### config.mk
export PLATFORM = sky130hd
export DESIGN_NAME = uft_transmitter
export DESIGN_NICKNAME = d
export VERILOG_FILES = /design/src/uft_pkg.sv /design/src/uft_baud_gen.sv /design/src/uft_edge_sync.sv /design/src/uft_transmitter.sv
export SDC_FILE = /design/constraint.sdc
export NUM_CORES = 1
export LEC_CHECK = 0
export BUFFER_PORTS_ARGS = -buffer_cell sky130_fd_sc_hd__buf_2
export CORE_UTILIZATION = 40
export CTS_CLUSTER_DIAMETER = 30
export DETAILED_ROUTE_END_ITERATION = 7
export PLACE_DENSITY = 0.61
export SYNTH_ARGS = -nofsm -noshare
export SYNTH_HDL_FRONTEND = slang
export SYNTH_HIERARCHICAL = 1
export SYNTH_SLANG_ARGS = --single-unit
### constraint.sdc
create_clock -name core_clk -period 3.76 [get_ports core_clk]
set_clock_uncertainty 0.2 [all_clocks]
set_input_delay 0.188 -clock core_clk [delete_from_list [all_inputs] [get_ports core_clk]]
set_output_delay 0.188 -clock core_clk [all_outputs]
set_load 0.1 [all_outputs]
### src/uft_pkg.sv
// Shared constants, types and encodings of the serial frame transmitter.
package uft_pkg;

  // Widths of the divisor, the character and the longest frame.
  localparam int DIV_W = 12;
  localparam int DATA_W = 9;
  localparam int FRAME_W = 13;
  localparam int LEN_W = 4;
  localparam int PRE_W = 4;

  // Terminal prescaler counts that divide the baud tick by 16 and by 8.
  localparam logic [PRE_W-1:0] PRE_TERM_NORMAL = 4'hf;
  localparam logic [PRE_W-1:0] PRE_TERM_DOUBLE = 4'h7;

  // Character size field codes.
  localparam logic [2:0] CSZ_5 = 3'h0;
  localparam logic [2:0] CSZ_6 = 3'h1;
  localparam logic [2:0] CSZ_7 = 3'h2;
  localparam logic [2:0] CSZ_8 = 3'h3;
  localparam logic [2:0] CSZ_9 = 3'h7;

  // Data bit counts that the size codes select.
  localparam logic [LEN_W-1:0] NBITS_5 = 4'h5;
  localparam logic [LEN_W-1:0] NBITS_6 = 4'h6;
  localparam logic [LEN_W-1:0] NBITS_7 = 4'h7;
  localparam logic [LEN_W-1:0] NBITS_8 = 4'h8;
  localparam logic [LEN_W-1:0] NBITS_9 = 4'h9;

  // Parity mode field codes; the upper bit enables parity, the lower picks odd.
  localparam logic [1:0] PAR_OFF = 2'h0;
  localparam logic [1:0] PAR_EVEN = 2'h2;
  localparam logic [1:0] PAR_ODD = 2'h3;
  localparam int PAR_EN_BIT = 1;
  localparam int PAR_ODD_BIT = 0;

  // Reset values.
  localparam logic RST_LINE = 1'h1;
  localparam logic RST_BUF_EMPTY = 1'h1;
  localparam logic RST_TX_COMPLETE = 1'h0;
  localparam logic RST_FRAME_ERROR = 1'h0;
  localparam logic RST_CLK_OUT = 1'h0;
  localparam logic [DIV_W-1:0] RST_DIVISOR = 12'h000;

  // Frame format shared by transmitter and receiver.
  typedef struct packed {
    logic [2:0] charSizeSel;
    logic [1:0] parityModeSel;
    logic stopBitsSel;
  } uft_format_s;

  // A frame ready for shifting: bit 0 goes out first.
  typedef struct packed {
    logic [FRAME_W-1:0] bits;
    logic [LEN_W-1:0] len;
  } uft_frame_s;

  // Clock source of the transmitter.
  typedef enum logic [1:0] {
    CLK_ASYNC,
    CLK_ASYNC_2X,
    CLK_SYNC_MASTER,
    CLK_SYNC_SLAVE
  } uft_clk_mode_e;

  // Shifter state.
  typedef enum logic {
    TX_IDLE,
    TX_SHIFT
  } uft_tx_state_e;

endpackage

### src/uft_baud_gen.sv
// Baud rate down-counter that emits one tick each time it reaches zero.
`timescale 1ns/100ps
module uft_baud_gen
  import uft_pkg::*;
#(
  parameter int W = DIV_W
) (
  input wire logic core_clk,
  input wire logic rst,
  input wire logic [W-1:0] baudDivisor,
  input wire logic divisorLowWrite,
  output logic baudTick
);

  logic [W-1:0] cnt_q;
  logic [W-1:0] cnt_d;

  // Reload on zero or on a write of the low divisor byte, else count down.
  always_comb
  begin
    if (cnt_q == '0 || divisorLowWrite)
    begin
      cnt_d = baudDivisor;
    end
    else
    begin
      cnt_d = cnt_q - 1'b1;
    end
  end

  // Counter register.
  always_ff @(posedge core_clk)
  begin
    if (rst)
    begin
      cnt_q <= W'(RST_DIVISOR);
    end
    else
    begin
      cnt_q <= cnt_d;
    end
  end

  // One tick on each zero of the counter.
  assign baudTick = (cnt_q == '0);

endmodule

### src/uft_edge_sync.sv
// Two-stage synchroniser with rising and falling edge strobes.
`timescale 1ns/100ps
module uft_edge_sync
  import uft_pkg::*;
(
  input wire logic core_clk,
  input wire logic rst,
  input wire logic asyncIn,
  output logic rise,
  output logic fall
);

  logic meta_q;
  logic sync_q;
  logic prev_q;
  logic meta_d;
  logic sync_d;
  logic prev_d;

  // The first stage feeds only the second; edges are taken after it.
  always_comb
  begin
    meta_d = asyncIn;
    sync_d = meta_q;
    prev_d = sync_q;
  end

  // Synchroniser and edge history registers.
  always_ff @(posedge core_clk)
  begin
    if (rst)
    begin
      meta_q <= 1'h0;
      sync_q <= 1'h0;
      prev_q <= 1'h0;
    end
    else
    begin
      meta_q <= meta_d;
      sync_q <= sync_d;
      prev_q <= prev_d;
    end
  end

  // One-cycle strobes on each edge of the synchronised level.
  assign rise = sync_q & ~prev_q;
  assign fall = ~sync_q & prev_q;

endmodule

### src/uft_transmitter.sv
// Serial frame formatter and transmitter with buffer, flags and clock modes.
//
// How it works
// RULE1: Frames of one start, five to nine data, optional parity, one or two stops.
// RULE2: Data bits follow the start bit, least significant first.
// RULE3: The parity bit sits after the last data bit, before the stops.
// RULE4: A finished frame is followed at once by the next, or by idle.
// RULE5: Start bit is always low, every stop bit always high.
// RULE6: The line stays high whenever no frame is in progress.
// RULE7: One shared frame format governs transmitter and receiver.
// RULE8: Software keeps the format steady while traffic runs.
// RULE9: Three-bit size field sets data bits; seven selects nine bits.
// RULE10: Two-bit parity field enables parity and picks even or odd.
// RULE11: One stop select bit picks one or two stop bits.
// RULE12: Receiver ignores the second stop; frame error only if first stop is zero.
// RULE13: Even parity is the xor of the data bits; odd is its inverse.
// RULE14: Transmit enable hands the transmit pin over to the serial output.
// RULE15: Synchronous mode shifts on the external clock pin.
// RULE16: A data write loads the buffer and so starts a transmission.
// RULE17: Buffer moves to the shifter when idle or right after the last stop.
// RULE18: Bit rate comes from divisor and double speed, or the external clock.
// RULE19: Unused upper data bits are ignored for narrow characters.
// RULE20: Software sets the ninth bit before writing the low byte.
// RULE21: The buffer empty flag tells software when it may write again.
// RULE22: Software clears the complete flag before each data write.
// RULE23: Software checks for idle traffic before changing rate or format.
// RULE24: Bit clock is the baud tick divided by 16, 8 or 2.
// RULE25: Baud counter reloads on zero or low divisor write, ticks on zero.
// RULE26: Sync data changes on the rising clock edge for polarity zero, else falling.
// RULE27: Complete flag sets when the frame has left and the buffer is empty.
// RULE28: Size codes 0 to 3 give five to eight bits; codes 4 to 6 are reserved.
`timescale 1ns/100ps
module uft_transmitter
  import uft_pkg::*;
(
  input wire logic core_clk,
  input wire logic rst,
  input wire logic txEnableBit,
  input uft_format_s frameFormat,
  input wire logic syncMode,
  input wire logic extClockIsOutput,
  input wire logic doubleSpeedBit,
  input wire logic syncClockPolarity,
  input wire logic [DIV_W-1:0] baudDivisor,
  input wire logic baudDivisorLowWrite,
  input wire logic charDataRegWrite,
  input wire logic [7:0] charDataRegByte,
  input wire logic txNinthBit,
  input wire logic txCompleteClear,
  input wire logic rxFirstStopStrobe,
  input wire logic rxFirstStopBit,
  input wire logic extBitClockPinIn,
  output logic extBitClockPinOut,
  output logic extBitClockPinOe_n,
  output logic txdOut,
  output logic txdOverride,
  output uft_format_s sharedFormat,
  output logic txBufferEmptyFlag,
  output logic txCompleteFlag,
  output logic frameErrorFlag,
  output logic txBusy
);

  // Data bit count for a size code; reserved codes fall back to eight.
  function automatic logic [LEN_W-1:0] dataBitCount(input logic [2:0] sel);
    logic [LEN_W-1:0] n;
    n = NBITS_8;
    case (sel)
      CSZ_5: n = NBITS_5;
      CSZ_6: n = NBITS_6;
      CSZ_7: n = NBITS_7;
      CSZ_8: n = NBITS_8;
      CSZ_9: n = NBITS_9; // [RULE9]
      default: n = NBITS_8; // [RULE28]
    endcase
    return n;
  endfunction

  // Parity over the bits that belong to the character only.
  function automatic logic parityOf(input logic [DATA_W-1:0] d, input uft_format_s f);
    logic p;
    logic [LEN_W-1:0] n;
    p = 1'h0;
    n = dataBitCount(f.charSizeSel);
    for (int i = 0; i < DATA_W; i++)
    begin
      if (LEN_W'(i) < n)
      begin
        p = p ^ d[i];
      end
    end
    return p ^ f.parityModeSel[PAR_ODD_BIT]; // [RULE13]
  endfunction

  // Lay out one whole frame, first bit to go out at position zero.
  function automatic uft_frame_s buildFrame(input logic [DATA_W-1:0] d, input uft_format_s f);
    uft_frame_s fr;
    logic [LEN_W-1:0] n;
    logic parEn;
    // Positions beyond the last stop bit stay high and are never shifted out.
    fr.bits = '1;
    fr.len = '0;
    n = dataBitCount(f.charSizeSel);
    parEn = f.parityModeSel[PAR_EN_BIT]; // [RULE10]
    fr.bits[0] = 1'h0;
    for (int i = 0; i < DATA_W; i++)
    begin
      if (LEN_W'(i) < n)
      begin
        fr.bits[1+i] = d[i];
      end
    end
    if (parEn)
    begin
      fr.bits[n+LEN_W'(1)] = parityOf(d, f);
    end
    fr.len = LEN_W'(1) + n + {3'h0, parEn} + (f.stopBitsSel ? LEN_W'(2) : LEN_W'(1)); // [RULE11]
    return fr;
  endfunction

  logic baudTick;
  logic xckRise;
  logic xckFall;
  uft_clk_mode_e clkMode;
  logic bitTick;
  logic loadShifter;
  logic frameDone;
  uft_frame_s nextFrame;

  uft_format_s format_q;
  uft_format_s format_d;
  logic [PRE_W-1:0] preCnt_q;
  logic [PRE_W-1:0] preCnt_d;
  logic xckOut_q;
  logic xckOut_d;
  logic [DATA_W-1:0] bufData_q;
  logic [DATA_W-1:0] bufData_d;
  logic bufFull_q;
  logic bufFull_d;
  uft_tx_state_e state_q;
  uft_tx_state_e state_d;
  logic [FRAME_W-1:0] shift_q;
  logic [FRAME_W-1:0] shift_d;
  logic [LEN_W-1:0] bitsLeft_q;
  logic [LEN_W-1:0] bitsLeft_d;
  logic txd_q;
  logic txd_d;
  logic override_q;
  logic override_d;
  logic txc_q;
  logic txc_d;
  logic fe_q;
  logic fe_d;

  // Baud rate generator on the system clock.
  uft_baud_gen #(
    .W(DIV_W)
  ) u_baud (
    .core_clk(core_clk),
    .rst(rst),
    .baudDivisor(baudDivisor),
    .divisorLowWrite(baudDivisorLowWrite),
    .baudTick(baudTick)
  ); // [RULE25]

  // External clock pin is synchronised before its edges are used.
  uft_edge_sync u_xck (
    .core_clk(core_clk),
    .rst(rst),
    .asyncIn(extBitClockPinIn),
    .rise(xckRise),
    .fall(xckFall)
  ); // [RULE15]

  // Clock mode from the synchronous and direction selects; double speed is async only.
  always_comb
  begin
    if (!syncMode)
    begin
      clkMode = doubleSpeedBit ? CLK_ASYNC_2X : CLK_ASYNC;
    end
    else
    begin
      clkMode = extClockIsOutput ? CLK_SYNC_MASTER : CLK_SYNC_SLAVE;
    end
  end

  // Bit strobe, prescaler and master clock output.
  always_comb
  begin
    bitTick = 1'h0;
    preCnt_d = '0;
    xckOut_d = xckOut_q;
    unique case (clkMode)
      CLK_ASYNC:
      begin
        bitTick = baudTick && (preCnt_q == PRE_TERM_NORMAL); // [RULE24] [RULE18]
        preCnt_d = baudTick ? ((preCnt_q == PRE_TERM_NORMAL) ? '0 : preCnt_q + 1'b1) : preCnt_q;
      end
      CLK_ASYNC_2X:
      begin
        bitTick = baudTick && (preCnt_q == PRE_TERM_DOUBLE); // [RULE24] [RULE18]
        preCnt_d = baudTick ? ((preCnt_q >= PRE_TERM_DOUBLE) ? '0 : preCnt_q + 1'b1) : preCnt_q;
      end
      CLK_SYNC_MASTER:
      begin
        // Each tick toggles the pin, so a bit lasts two ticks.
        xckOut_d = baudTick ? ~xckOut_q : xckOut_q; // [RULE24]
        bitTick = baudTick && (xckOut_q == syncClockPolarity); // [RULE26]
      end
      CLK_SYNC_SLAVE:
      begin
        bitTick = syncClockPolarity ? xckFall : xckRise; // [RULE15] [RULE26]
      end
    endcase
  end

  // Next frame from the buffer, laid out under the shared format.
  assign nextFrame = buildFrame(bufData_q, format_q); // [RULE1] [RULE7]

  // Shifter: send the frame one bit per strobe, then reload or go idle.
  always_comb
  begin
    state_d = state_q;
    shift_d = shift_q;
    bitsLeft_d = bitsLeft_q;
    loadShifter = 1'h0;
    frameDone = 1'h0;
    if (bitTick && override_q)
    begin
      // The count includes the bit now on the line, so one means the last bit.
      if (state_q == TX_SHIFT && bitsLeft_q > LEN_W'(1))
      begin
        shift_d = {1'h1, shift_q[FRAME_W-1:1]}; // [RULE2] [RULE3]
        bitsLeft_d = bitsLeft_q - 1'b1;
      end
      else if (bufFull_q)
      begin
        // Back to back with no gap after the last stop, or from idle.
        loadShifter = 1'h1; // [RULE17] [RULE4]
        state_d = TX_SHIFT;
        shift_d = nextFrame.bits;
        bitsLeft_d = nextFrame.len;
      end
      else
      begin
        frameDone = (state_q == TX_SHIFT);
        state_d = TX_IDLE; // [RULE4]
        shift_d = '1;
        bitsLeft_d = '0;
      end
    end
  end

  // Transmit buffer: a data write fills it, a shifter load empties it.
  always_comb
  begin
    bufFull_d = bufFull_q;
    bufData_d = bufData_q;
    // The load empties the buffer unless a write lands in the same cycle.
    if (loadShifter)
    begin
      bufFull_d = 1'h0;
    end
    if (charDataRegWrite)
    begin
      // The ninth bit is taken as it stands at the moment of the write.
      bufFull_d = 1'h1; // [RULE16] [RULE20]
      bufData_d = {txNinthBit, charDataRegByte}; // [RULE19]
    end
  end

  // Pin override, line level, flags and shared format.
  always_comb
  begin
    // Disabling waits for the shifter and the buffer to drain.
    override_d = txEnableBit | (override_q & ((state_q == TX_SHIFT) | bufFull_q)); // [RULE14]
    txd_d = (state_d == TX_SHIFT) ? shift_d[0] : 1'h1; // [RULE5] [RULE6]
    txc_d = txc_q;
    if (txCompleteClear)
    begin
      txc_d = 1'h0;
    end
    if (frameDone)
    begin
      txc_d = 1'h1; // [RULE27]
    end
    // The frame error flag follows the receiver's first stop bit only.
    fe_d = fe_q;
    if (rxFirstStopStrobe)
    begin
      fe_d = ~rxFirstStopBit; // [RULE12]
    end
    format_d = frameFormat; // [RULE7] [RULE9] [RULE10] [RULE11]
  end

  // State registers.
  always_ff @(posedge core_clk)
  begin
    if (rst)
    begin
      format_q <= '0;
      preCnt_q <= '0;
      xckOut_q <= RST_CLK_OUT;
      bufData_q <= '0;
      bufFull_q <= ~RST_BUF_EMPTY;
      state_q <= TX_IDLE;
      shift_q <= '1;
      bitsLeft_q <= '0;
      txd_q <= RST_LINE;
      override_q <= 1'h0;
      txc_q <= RST_TX_COMPLETE;
      fe_q <= RST_FRAME_ERROR;
    end
    else
    begin
      format_q <= format_d;
      preCnt_q <= preCnt_d;
      xckOut_q <= xckOut_d;
      bufData_q <= bufData_d;
      bufFull_q <= bufFull_d;
      state_q <= state_d;
      shift_q <= shift_d;
      bitsLeft_q <= bitsLeft_d;
      txd_q <= txd_d;
      override_q <= override_d;
      txc_q <= txc_d;
      fe_q <= fe_d;
    end
  end

  // Outputs; the clock pin is driven only in synchronous master mode.
  assign txdOut = txd_q;
  assign txdOverride = override_q;
  assign sharedFormat = format_q;
  assign txBufferEmptyFlag = ~bufFull_q; // [RULE21]
  assign txCompleteFlag = txc_q;
  assign frameErrorFlag = fe_q;
  assign txBusy = (state_q == TX_SHIFT);
  assign extBitClockPinOut = xckOut_q;
  assign extBitClockPinOe_n = ~(clkMode == CLK_SYNC_MASTER);

endmodule

==> metrics.md <==
| Metric | Value |
|---|---|
| RSZ-0062 raised after global routing | false |
| Worst path slowest cell | a32oi_2 |
| Post-route ant nets | 0 |
| Final GP Congestion | 0.854 |
| # clock sinks | 58 |
| Pins Over Slew Limit | 0 |
| Final HPWL from detailed placement | 4.80 mm |
| Max-cap violations | 0 |
| Final Hold Slack | 0.0221 ns |
| CP top delay family | compound AO/OA/AOI/OAI gates |
| Hold-critical path depth | 3 |
| Postcts setup bufs | 0 |
| Worst setup SP type | flip-flop |
| Fraction of layout cells with a size suffix above 1 | 19.5% |
| Antenna diode count | 0 |
| Fmax | 0.345 GHz |
| Max IR drop VDD | 0.221 mV |
| Comb pwr share | 20.9% |
| Gr ovfl total | 0 |
| Post-layout worst setup margin | 0.864 ns |
| Vias per cell | 5.08 |
| Number of DRC markers in iteration 0 | 153 |
| Vias in the first global route | 2645 |
| Cells along the critical path | inv_1, ha_1, nor3b_1, nor2b_1, nand2_1, nor2_1, a32oi_2, a211oi_1, a2111o_1 |
| Top-count cell post-synth | dfxtp_1 |
| Fillers | 709 |
| Crit-path max FO | 25 |
| Syn Nets | 409 |
| Final total negative setup slack | 0 ns |
| Ys flop type | dfxtp_1 |
| Synth cell count leaders | dfxtp_1 (58), nor2_1 (41), nand2_1 (23) |
| Async SR Flop Fraction | 0% |
| Total CTS buffers | 9 |
| Pre-CTS setup slack | 0.872 ns |
| DRC | 0 |
| Drt first pass iters | 5 |
| Final period utilization | 77.0% |
| Internal power | 0.00104 W |
| Min-delay worst type | in -> reg |
| Status | finished clean |
| Number of flops mapped to enable cells by yosys | 0 |
| Cell row count | 31 |
| Area of the core | 0.00737 sq mm |
| WL/cell | 13.1 um |
| Routed vias | 2750 |
| Clk network pwr share | 34.0% |
| Total Power | 0.00150 W |
| Final Hold Viols | 0 |
| #FFs+latches synth | 58 |
| All-layer global routing usage | 18.7% |
| Post-Route WL | 7.10 mm |
| Initial Utilization | 42.2% |
| Seq pwr share | 45.1% |
| Register area share after synthesis | 37.4% |
| NetSw | 0.000456 W |
| Resized cells post-CTS | 0 |
| WP buf/inv | 1 |
| Worst reg2reg endpoint | shift_q[5] |
| Cell Pwr Density | 381 mW/mm^2 |
| Top-area cell type share of the netlist area | 37.4% |
| Die Area | 0.00812 sq mm |
| Reg clk slew, reported paths | 0.06 ns |
| PortBufs | 53 |
| Nets@finish | 490 |
| Initial antenna violation count | 0 |
| Worst Path Arrival | 2.91 ns |
| Switch share | 30.4% |
| Setup Crit Path Kind | reg -> reg |
| Synth area leaders | dfxtp_1 (37%), nor2_1 (5.0%), mux2i_1 (4.2%) |
| Area grow syn2layout | 26.8% |
| Post-Place Cell Area | 0.00344 sq mm |
| Worst Reg-to-Reg Cells | 9 |
| Cell taking the most area after synthesis | dfxtp_1 |
| Endpoint, Worst Hold | u_baud/cnt_q[8] |
| R2r startpoint | u_baud/cnt_q[0] |
| CTS tree | done |
| H-tree depth | 3 |
| Die W | 90.1 um |
| Clock Latency Late Sink | 0.33 ns |
| Post-Syn Instances | 357 |
| Worst Tran Pin Value | 1.14 ns |
| Final setup violation count | 0 |
| Clk root buf | clkbuf_8 |
| Crit path capture type | flip-flop |
| Design area | 0.00394 sq mm |
| WP data required | 3.78 ns |
| Synth cell types | 59 |
| Min-delay src | baudDivisor[8] |
| Post-Syn Area | 0.00311 sq mm |
| Chip height | 90.1 um |
| Average cell area after synthesis | 8.70 sq um |
| Worst slew margin | 24.2% |
| Delay of the slowest critical-path stage | 0.88 ns |
| Synth warnings | 6 |
| IO Pins | 54 |
| Pin count of the biggest net entering global routing | 36 |
| Tmin final | 2.90 ns |
| R2R Setup Slk | 0.86 ns |
| Leak pwr | 1.66 nW |
| Longest Clk Path Bufs | 2 |
| First-pass GRT wire length | 12.5 mm |
## cell usage in the layout, fill, tap and decap left out, types with 4 or more instances in the layout
| master | netlist | routed |
|---|---|---|
| a211o_1 | 4 | 4 |
| a211oi_1 | 16 | 16 |
| a21oi_1 | 20 | 20 |
| a311oi_1 | 4 | 4 |
| buf_2 | 7 | 53 |
| buf_4 | 1 | 4 |
| clkbuf_8 | 0 | 11 |
| dfxtp_1 | 58 | 58 |
| dlygate4sd3_1 | 0 | 33 |
| ha_1 | 10 | 10 |
| inv_1 | 16 | 16 |
| mux2i_1 | 13 | 13 |
| nand2_1 | 23 | 23 |
| nand3_1 | 5 | 5 |
| nor2_1 | 41 | 41 |
| nor2b_1 | 15 | 15 |
| nor3_1 | 10 | 10 |
| nor3b_1 | 5 | 5 |
| o211ai_1 | 4 | 4 |
| o21ai_0 | 19 | 19 |
| o22ai_1 | 4 | 4 |
| xnor2_1 | 5 | 5 |
| xor2_1 | 8 | 8 |
## worst min-delay path, stage by stage
cell and delay [ns]:
buf_2 0.09, nor2_1 0.14, a311oi_1 0.07
## kinds of logic (layout without fill, tap and decap cells)
logic type	after synthesis	count (layout)	synth area share, %
and+or+nand+nor	122	122	20.4
AOI/OAI and AO/OA	100	100	22.4
xor gates and xnor gates	15	15	4.95
buffers and inverters	36	121	4.99
DFF	58	58	37.4
adders and majority gates	12	12	5.32
muxes	14	14	4.55
## registers in the layout, summed over array words and instances, names as in the netlist
signal             count
shift_q               13
sharedFormat           6
frameErrorFlag         1
bufData_q              9
preCnt_q               4
txCompleteFlag         1
u_xck/prev_q           1
u_xck/prev_d           1
txdOut                 1
bitsLeft_q             4
u_baud/cnt_q          12
txdOverride            1
u_xck/meta_q           1
txBusy                 1
extBitClockPinOut      1
bufFull_q              1
## layout make-up
class / count / area, sq um / area share (%)
tap: 99 / 124 / 3.14
timing repair buffer: 90 / 626 / 15.9
clock inverter: 3 / 15.0 / 0.381
multi-input combinational: 263 / 1800 / 45.6
inverter: 16 / 60.1 / 1.52
sequential: 58 / 1160 / 29.5
clock buffer: 12 / 155 / 3.94
## metal layers
layer	global-route usage, %	part of all wire [%]	up-vias
met5	0	0	-
met4	4.84	0.39	0
met3	4.48	4.1	2
met2	28.9	45	54
met1	26.0	50	1260
li1	-	-	1434
## power groups by stage
stage | Sequential [W] | Combinational [W] | Clock [W]
after global routing | 0.000682 | 0.000343 | 0.000555
after detailed placement | 0.000690 | 0.000285 | 0
after CTS | 0.000677 | 0.000312 | 0.000520
after global placement | 0.000689 | 0.000282 | 0
after floorplan | 0.000717 | 0.000186 | 0
final | 0.000677 | 0.000313 | 0.000510
## what timing repair did
action | CTS | global route
hold endpoints to repair | 31 | 0
hold buffers | 33 | 0
setup endpoints to repair | 0 | 0
## how the worst max path moves through the flow
stage	start	end	slack, ns	cells after the start
2_1_floorplan	sharedFormat[3]	shift_q[5]	0.48	10
3_3_place_gp	u_baud/cnt_q[0]	shift_q[5]	0.93	9
3_5_place_dp	u_baud/cnt_q[0]	shift_q[5]	0.87	9
4_1_cts	u_baud/cnt_q[0]	shift_q[5]	0.86	9
5_1_grt	u_baud/cnt_q[0]	shift_q[5]	0.60	9
6_report	u_baud/cnt_q[0]	shift_q[5]	0.86	9
## stage by stage
step / instances / util, %
floorplan: 357 / -
global placement: 493 / 46.7
detailed placement: 493 / 46.7
CTS: 541 / 53.4
global route: 541 / 53.4
finish: 541 / 53.4
Power figures use the tool's default switching activity.
